--- config.mk ---
export PLATFORM = sky130hd
export DESIGN_NAME = aisc_scan
export DESIGN_NICKNAME = d
export VERILOG_FILES = /design/src/aisc_core.sv /design/src/aisc_scan.sv
export SDC_FILE = /design/constraint.sdc
export NUM_CORES = 2
export LEC_CHECK = 0
export ABC_AREA = 1
export BUFFER_PORTS_ARGS = -buffer_cell sky130_fd_sc_hd__buf_2
export CORE_UTILIZATION = 50
export DETAILED_ROUTE_END_ITERATION = 6
export PLACE_DENSITY = 0.76
export REMOVE_ABC_BUFFERS = 1
export SETUP_SLACK_MARGIN = 0.05
export SYNTH_ARGS = -nofsm -noshare
export SYNTH_HDL_FRONTEND = slang
export SYNTH_SLANG_ARGS = --single-unit
export TNS_END_PERCENT = 100
--- constraint.sdc ---
create_clock -name clk -period 8 [get_ports clk]
set_input_delay 1.2 -clock clk [delete_from_list [all_inputs] [get_ports clk]]
set_output_delay 1.2 -clock clk [all_outputs]
set_load 0.02 [all_outputs]
--- src/aisc_core.sv ---
// aisc package with shared constants, and the per-sample correction datapath
`timescale 1ns/1ps
package aisc_pkg;
  // -----------------------------------------------------------------------
  // sizes
  // -----------------------------------------------------------------------
  localparam int NUM_CH   = 8;
  localparam int CH_W     = 3;
  localparam int GRP_W    = 3;
  localparam int NUM_GRP  = 8;
  localparam int DATA_W   = 16;
  // -----------------------------------------------------------------------
  // timing
  // -----------------------------------------------------------------------
  localparam longint unsigned CLK_HZ        = 40_000_000;
  localparam longint unsigned REF_PERIOD_S  = 60;
  localparam longint unsigned REF_PERIOD_CYC = REF_PERIOD_S * CLK_HZ;
  // -----------------------------------------------------------------------
  // reference check and calibration
  // -----------------------------------------------------------------------
  localparam logic [15:0] REF_NOMINAL = 16'h8000;
  localparam logic [15:0] REF_LIM_LO  = 16'h7000;
  localparam logic [15:0] REF_LIM_HI  = 16'h9000;
  localparam logic [15:0] SCALE_RST   = 16'h8000;
  localparam logic [15:0] OFFSET_RST  = 16'h0000;
  localparam int          SCALE_FRAC  = 15;
  // -----------------------------------------------------------------------
  // sequencer states
  // -----------------------------------------------------------------------
  typedef enum logic [3:0] {
    AISC_IDLE  = 4'b0001,
    AISC_START = 4'b0010,
    AISC_WAIT  = 4'b0100,
    AISC_STORE = 4'b1000
  } aisc_state_t;
endpackage

// -------------------------------------------------------------------------
// corrected = raw * scale (q1.15) + offset, clamped to the converter range
// -------------------------------------------------------------------------
module aisc_corr (
  input  wire logic [15:0] raw,
  input  wire logic [15:0] scale,
  input  wire logic [15:0] offset,
  output logic      [15:0] corrected
);
  logic [31:0]        prod;
  logic signed [18:0] sum;

  assign prod = raw * scale;
  // multiply first, then add the offset
  assign sum  = $signed({2'b00, prod[31:15]}) + $signed({{3{offset[15]}}, offset});
  // clamp keeps a bad constant from wrapping a reading around
  assign corrected = sum[18] ? 16'h0000 : (|sum[17:16] ? 16'hFFFF : sum[15:0]);
endmodule

--- src/aisc_scan.sv ---
// eight-channel input scan sequencer with reference check and fault indicator
//
// Summary of operation
// each channel's input mux selects its reference or field input
// channel mux picks one of eight channels for the 16-bit converter
// corrected result written to dual-port memory for host reads
// each channel has its own reference, routed independently
// references read once per minute, only while no field reads pending
// reference reading outside limits sets that channel's fault flag
// scale and offset from reference; sample times scale plus offset
// host assigns each channel's rate group during initialization
// host broadcasts key; only channels in named groups are updated
// device schedules rate groups itself from assignments and keys
// host lights indicator after reset, clears it when diagnostics pass
// indicator off only after self-test passes and host init completes
// red indicator lit on any channel fault or board fault
// channel fault clears when a later reference check is within limits
`timescale 1ns/1ps
module aisc_scan #(
  parameter longint unsigned REF_PERIOD_CYC = aisc_pkg::REF_PERIOD_CYC
) (
  input  wire logic        clk,
  input  wire logic        rst,
  input  wire logic        cfg_we,
  input  wire logic [2:0]  cfg_ch,
  input  wire logic [2:0]  cfg_group,
  input  wire logic        cfg_done,
  input  wire logic        key_valid,
  input  wire logic [7:0]  key_groups,
  input  wire logic        self_test_ok,
  input  wire logic        host_led_on,
  input  wire logic        adc_done,
  input  wire logic [15:0] adc_data,
  output logic             adc_start,
  output logic [2:0]       ch_sel,
  output logic [7:0]       ref_sel,
  output logic             dp_we,
  output logic [2:0]       dp_addr,
  output logic [15:0]      dp_data,
  output logic [7:0]       fault,
  output logic             led_red
);
  // -----------------------------------------------------------------------
  // state
  // -----------------------------------------------------------------------
  aisc_pkg::aisc_state_t state_r, state_nxt;
  logic [2:0]  grp_r [8];
  logic [15:0] scale_r [8];
  logic [15:0] offset_r [8];
  logic [7:0]  pend_r, ref_pend_r, fault_r, ref_sel_r;
  logic [2:0]  ch_sel_r, dp_addr_r;
  logic        is_ref_r, adc_start_r, dp_we_r, led_r, init_done_r;
  logic [15:0] sample_r, dp_data_r;
  logic [31:0] tick_cnt_r;
  logic        sync1_r, sync2_r, sync3_r, done_lvl_r;

  // -----------------------------------------------------------------------
  // decode
  // -----------------------------------------------------------------------
  function automatic logic [2:0] first_one(input logic [7:0] m);
    logic [2:0] idx;
    idx = 3'h0;
    for (int i = 7; i >= 0; i--) begin
      if (m[i]) begin
        idx = 3'(i);
      end
    end
    return idx;
  endfunction

  localparam logic [31:0] TICK_LAST = 32'(REF_PERIOD_CYC - 1);

  logic        tick;
  logic        done_rise;
  logic [7:0]  key_hit;
  logic [7:0]  pend_clr, ref_clr;
  logic        pick_field, pick_ref;
  logic [2:0]  pick_ch;
  logic        ref_ok;
  logic [15:0] corr_out;
  logic [15:0] corr_scale, corr_off;
  logic [15:0] new_scale;
  logic [31:0] ref_prod;
  logic signed [17:0] off_wide;
  logic [15:0] new_off;
  logic        store_fire;

  assign tick       = (tick_cnt_r == TICK_LAST);
  // a done rise counts once the second and third stages agree
  assign done_rise  = (sync2_r == sync3_r) && sync3_r && !done_lvl_r;
  assign pick_field = |pend_r;
  // references only when idle
  assign pick_ref   = !pick_field && |ref_pend_r;
  assign pick_ch    = pick_field ? first_one(pend_r) : first_one(ref_pend_r);
  assign store_fire = (state_r == aisc_pkg::AISC_STORE);
  assign pend_clr   = (store_fire && !is_ref_r) ? 8'(1 << ch_sel_r) : 8'h00;
  assign ref_clr    = (store_fire && is_ref_r) ? 8'(1 << ch_sel_r) : 8'h00;
  assign ref_ok     = (sample_r >= aisc_pkg::REF_LIM_LO) && (sample_r <= aisc_pkg::REF_LIM_HI);
  // first-order gain trim: nominal is half scale, so nom/ref ~ 2 - ref
  assign new_scale  = 16'(17'h10000 - {1'b0, sample_r});
  assign ref_prod   = sample_r * new_scale;
  assign off_wide   = $signed({2'b00, aisc_pkg::REF_NOMINAL})
                    - $signed({1'b0, ref_prod[31:15]});
  assign new_off    = off_wide[15:0];
  assign corr_scale = scale_r[ch_sel_r];
  assign corr_off   = offset_r[ch_sel_r];

  generate
    for (genvar g = 0; g < 8; g++) begin : g_hit
      // channel due when its group is keyed
      assign key_hit[g] = key_valid && init_done_r && key_groups[grp_r[g]];
    end
  endgenerate

  // sample times scale plus offset
  aisc_corr u_corr (
    .raw       (sample_r),
    .scale     (corr_scale),
    .offset    (corr_off),
    .corrected (corr_out)
  );

  // -----------------------------------------------------------------------
  // sequencer
  // -----------------------------------------------------------------------
  always_comb begin
    state_nxt = state_r;
    unique case (state_r)
      aisc_pkg::AISC_IDLE: begin
        if (init_done_r && (pick_field || pick_ref)) begin
          state_nxt = aisc_pkg::AISC_START;
        end
      end
      aisc_pkg::AISC_START: begin
        state_nxt = aisc_pkg::AISC_WAIT;
      end
      aisc_pkg::AISC_WAIT: begin
        if (done_rise) begin
          state_nxt = aisc_pkg::AISC_STORE;
        end
      end
      aisc_pkg::AISC_STORE: begin
        state_nxt = aisc_pkg::AISC_IDLE;
      end
      default: begin
        state_nxt = aisc_pkg::AISC_IDLE;
      end
    endcase
  end

  always_ff @(posedge clk) begin
    if (rst) begin
      state_r <= aisc_pkg::AISC_IDLE;
    end else begin
      state_r <= state_nxt;
    end
  end

  // -----------------------------------------------------------------------
  // converter handshake and mux steering
  // -----------------------------------------------------------------------
  always_ff @(posedge clk) begin
    if (rst) begin
      sync1_r    <= 1'b0;
      sync2_r    <= 1'b0;
      sync3_r    <= 1'b0;
      done_lvl_r <= 1'b0;
    end else begin
      sync1_r <= adc_done;
      sync2_r <= sync1_r;
      sync3_r <= sync2_r;
      if (sync2_r == sync3_r) begin
        done_lvl_r <= sync3_r;
      end
    end
  end

  always_ff @(posedge clk) begin
    if (rst) begin
      ch_sel_r    <= 3'h0;
      ref_sel_r   <= 8'h00;
      is_ref_r    <= 1'b0;
      adc_start_r <= 1'b0;
      sample_r    <= 16'h0000;
    end else begin
      adc_start_r <= (state_r == aisc_pkg::AISC_START);
      if (state_r == aisc_pkg::AISC_IDLE && state_nxt == aisc_pkg::AISC_START) begin
        // one channel to the converter
        ch_sel_r  <= pick_ch;
        is_ref_r  <= pick_ref;
        // per-channel reference route
        ref_sel_r <= pick_ref ? 8'(1 << pick_ch) : 8'h00;
      end else if (store_fire) begin
        ref_sel_r <= 8'h00;
      end
      if (state_r == aisc_pkg::AISC_WAIT && done_rise) begin
        sample_r <= adc_data;
      end
    end
  end

  // -----------------------------------------------------------------------
  // configuration and scheduling
  // -----------------------------------------------------------------------
  always_ff @(posedge clk) begin
    if (rst) begin
      for (int i = 0; i < 8; i++) begin
        grp_r[i] <= 3'h0;
      end
      init_done_r <= 1'b0;
    end else begin
      // host-written group per channel
      if (cfg_we) begin
        grp_r[cfg_ch] <= cfg_group;
      end
      if (cfg_done) begin
        init_done_r <= 1'b1;
      end
    end
  end

  always_ff @(posedge clk) begin
    if (rst) begin
      pend_r     <= 8'h00;
      ref_pend_r <= 8'h00;
      tick_cnt_r <= 32'h0000_0000;
    end else begin
      // local scheduling; a new key wins over a clear
      pend_r     <= (pend_r & ~pend_clr) | key_hit;
      tick_cnt_r <= tick ? 32'h0000_0000 : tick_cnt_r + 32'h0000_0001;
      // once-per-minute sweep
      ref_pend_r <= (ref_pend_r & ~ref_clr) | ((tick && init_done_r) ? 8'hFF : 8'h00);
    end
  end

  // -----------------------------------------------------------------------
  // result store, calibration, faults
  // -----------------------------------------------------------------------
  always_ff @(posedge clk) begin
    if (rst) begin
      dp_we_r   <= 1'b0;
      dp_addr_r <= 3'h0;
      dp_data_r <= 16'h0000;
    end else begin
      // corrected value to dual-port memory
      dp_we_r <= store_fire && !is_ref_r;
      if (store_fire && !is_ref_r) begin
        dp_addr_r <= ch_sel_r;
        dp_data_r <= corr_out;
      end
    end
  end

  always_ff @(posedge clk) begin
    if (rst) begin
      for (int i = 0; i < 8; i++) begin
        scale_r[i]  <= aisc_pkg::SCALE_RST;
        offset_r[i] <= aisc_pkg::OFFSET_RST;
      end
      fault_r <= 8'h00;
    end else if (store_fire && is_ref_r) begin
      // flag follows the latest reference check
      fault_r[ch_sel_r] <= !ref_ok;
      // constants only from a trusted reading
      if (ref_ok) begin
        scale_r[ch_sel_r]  <= new_scale;
        offset_r[ch_sel_r] <= new_off;
      end
    end
  end

  always_ff @(posedge clk) begin
    if (rst) begin
      led_r <= 1'b1;
    end else begin
      // board fault until self-test and host init; host hold
      led_r <= |fault_r || !(self_test_ok && init_done_r) || host_led_on;
    end
  end

  assign adc_start = adc_start_r;
  assign ch_sel    = ch_sel_r;
  assign ref_sel   = ref_sel_r;
  assign dp_we     = dp_we_r;
  assign dp_addr   = dp_addr_r;
  assign dp_data   = dp_data_r;
  assign fault     = fault_r;
  assign led_red   = led_r;
endmodule

==> impl_metrics.json <==
{
  "rsz0062_at_grt": "true",
  "final_nets": 5289,
  "skew_ns": 0.02310,
  "slowest_stage": "fa_1",
  "dieArea_mm2": 0.07400,
  "dieHeight_um": 272.0,
  "total_power_w": 0.005347,
  "cpMostUsedCell": "fa_1",
  "path_max_fanout": 8,
  "critPathLaunchType": "flop",
  "grt_usage_pct": 27.80,
  "cts_max_path_buffers": 3,
  "drv_cap": 0,
  "fin_crit_sh_pct": 98.66,
  "grt_first_pass_wirelength_mm": 161.8,
  "status": "finished clean",
  "wirelength_mm": 107.4,
  "clock_sinks": 398,
  "cp.arrival_ns": 8.39,
  "numCtsBuffers": 41,
  "core_mm2": 0.07185,
  "ant_nets": 0,
  "synth-main-ff-cell": "edfxtp_1",
  "worstMarginPinSlew_ns": 1.290,
  "htree_levels": 2,
  "p_leak_nw": 18.86,
  "grt_pass1_vias": 30590,
  "r2r_cells": 38,
  "firstDrtPassIters": 6,
  "post-route-min-period_ns": 7.893,
  "yosysWarnings": 0,
  "hold_violations": 0,
  "wl_met3_mm": 11.45,
  "synth_seq_cells": 398,
  "numPortBuffers": 78,
  "powerDensity_mw_per_mm2": 126.3,
  "netlist_instances": 4460,
  "ys_types": 58,
  "cts_root_buffer": "clkbuf_16",
  "critPathKind": "flop to flop",
  "critPathMaxStageDelay_ns": 0.55,
  "fp.dieW_um": 272.0,
  "setup_viol": 0,
  "synth-edff-count": 280,
  "cp.required_ns": 8.49,
  "clk_latency_ns": 0.58,
  "num_rows": 98,
  "hp-class": "flop to flop",
  "drt-met1-wl_mm": 40.53,
  "slew_headroom_pct": 13.62,
  "gr-total-overflow": 0,
  "ios": 79,
  "async_flop_share_pct": 0,
  "vias_per_cell": 5.606,
  "vias": 31460,
  "hold_buffers": 0,
  "placed_area_mm2": 0.03885,
  "antenna_found_initial": 0,
  "postLayoutCellArea_mm2": 0.04234,
  "area_growth_pct": 16.13,
  "routed.top_layer": "met4",
  "met2_length_mm": 50.19,
  "start_util_pct": 50.74,
  "route.detailed.drc": 0,
  "peakVddDrop_mv": 0.1504,
  "wl_per_cell_um": 19.14,
  "yosysSeqAreaShare_pct": 29.54,
  "cts_tree": "done",
  "syn_area_per_cell_um2": 8.174,
  "fmax_mhz": 126.7,
  "cts.clk_slew.worst_paths_ns": 0.06,
  "fin_hold_ws_ns": 0.4466,
  "place_congestion": 1.011,
  "holdPathStages": 2,
  "hpwl_mm": 76.41,
  "endpoint_kind": "flop",
  "antenna_cells": 0,
  "final_layout_size_suffix_gt1_share_pct": 15.77,
  "slew_viol_final": 0,
  "fin_tns_setup_ns": 0,
  "grt_max_degree": 61,
  "drtIter0Drc": 3351,
  "fillCellCount": 5922,
  "syn_area_mm2": 0.03646
}
synth_stat cells, types with 40 or more instances:
cell / n / area, um^2
dfxtp_1: 118 / 2362
clkbuf_1: 159 / 596.8
edfxtp_1: 280 / 8408
inv_1: 788 / 2958
ha_1: 236 / 2953
nor2_1: 795 / 2984
nand4_1: 40 / 250.2
nor3_1: 46 / 230.2
nand3_1: 84 / 420.4
nand2_1: 779 / 2924
fa_1: 386 / 7727
o21ai_0: 218 / 1091
a21oi_1: 183 / 915.9
registers in the layout (all words and copies together) (netlist names), 3 cells and up, named ones only:
name,flops
fault,8
ref_sel,8
dp_addr,3
offset_r,128
ref_pend_r,8
dp_data,16
sample_r,16
pend_r,8
scale_r,128
state_r,4
grp_r,24
ch_sel,3
tick_cnt_r,32
cells in the final DEF, fill, tap and decap left out, types with 19 or more instances in the layout:
| cell type | Yosys | routed |
|---|---|---|
| a21oi_2 | 3 | 38 |
| nand4_1 | 40 | 40 |
| ha_1 | 236 | 202 |
| dfxtp_1 | 118 | 116 |
| o21ai_1 | 4 | 23 |
| ha_4 | 0 | 27 |
| edfxtp_1 | 280 | 280 |
| nor2_1 | 795 | 762 |
| buf_12 | 0 | 20 |
| clkbuf_16 | 0 | 52 |
| inv_1 | 788 | 763 |
| o21ai_0 | 218 | 182 |
| xor2_1 | 22 | 19 |
| o211ai_1 | 20 | 20 |
| fa_1 | 386 | 377 |
| nor2_2 | 9 | 30 |
| buf_2 | 12 | 78 |
| nor3_1 | 46 | 38 |
| buf_6 | 0 | 20 |
| nand3_1 | 84 | 67 |
| a21oi_1 | 183 | 142 |
| nand2_2 | 21 | 69 |
| buf_4 | 2 | 186 |
| inv_2 | 13 | 33 |
| nand2_1 | 779 | 722 |
| o221ai_1 | 28 | 20 |
| a31oi_1 | 21 | 19 |
metrics by stage:
step	utilization (%)	instances	setup slack, ns
floorplan	-	4269	-3.443
global placement	54.07	5478	0.1634
detailed placement	54.07	5478	-0.04169
CTS	55.98	5554	0.05178
global route	58.92	5612	-0.2287
finish	58.92	5612	0.1071
kinds of logic after synthesis:
kind of cell	after synthesis	share of synthesized area, %
flops	398	29.54
xor+xnor	48	1.411
fa+ha+maj	622	29.30
buf+inv	1003	10.39
simple gates	1853	21.10
compound gates	536	8.268
metal layers:
| metal | GRT usage, % | vias to the layer above |
|---|---|---|
| met5 | 0 | - |
| met4 | 11.27 | 0 |
| met3 | 5.175 | 365 |
| met2 | 46.23 | 1734 |
| met1 | 35.75 | 15070 |
| li1 | - | 14290 |
final timing paths:
check                              from          to  slack [ns]
worst min register to register  sync2_r     sync3_r        0.45
worst min-delay path            sync2_r     sync3_r        0.45
worst max-delay path               flop  dp_data[5]        0.11
worst max register to register     flop  dp_data[5]        0.11
critical path, delay by kind of cell (launching register included):
family,cells,cell delay (ns)
XOR/XNOR,1,0.23
AND/OR/NAND/NOR,14,1.41
AO/OA/AOI/OAI,6,0.99
adder cells (fa/ha/maj),8,3.55
flip-flops,1,0.38
buffers and inverters,9,1.23
final cells by class:
cell class	instances	area, um^2	area share (%)
clock buffer	49	1087	2.568
clock inverter	27	274.0	0.6472
inverter	812	3074	7.261
multi-input combinational	3059	23220	54.85
sequential	398	10780	25.46
tap	950	1189	2.807
timing repair buffer	316	2705	6.389
timing repair inverter	1	7.507	0.01773
power by group:
| group | switching, W | internal, W | leakage (nW) |
|---|---|---|---|
| sequential | 0.0000357 | 0.00226 | 3.80 |
| combinational | 0.000676 | 0.000432 | 14.4 |
| clock | 0.000830 | 0.00111 | 0.663 |
| total | 0.00154 | 0.00380 | 18.9 |
what timing repair did:
action | CTS | global route
endpoints found under the setup margin | 16 | 128
setup buffers | 0 | 44
pin swaps | 0 | 96
gates cloned | 0 | 14
hold endpoints to repair | 0 | 0
resized for setup | 6 | 370
No activity file was read; power rests on OpenSTA's default activity.
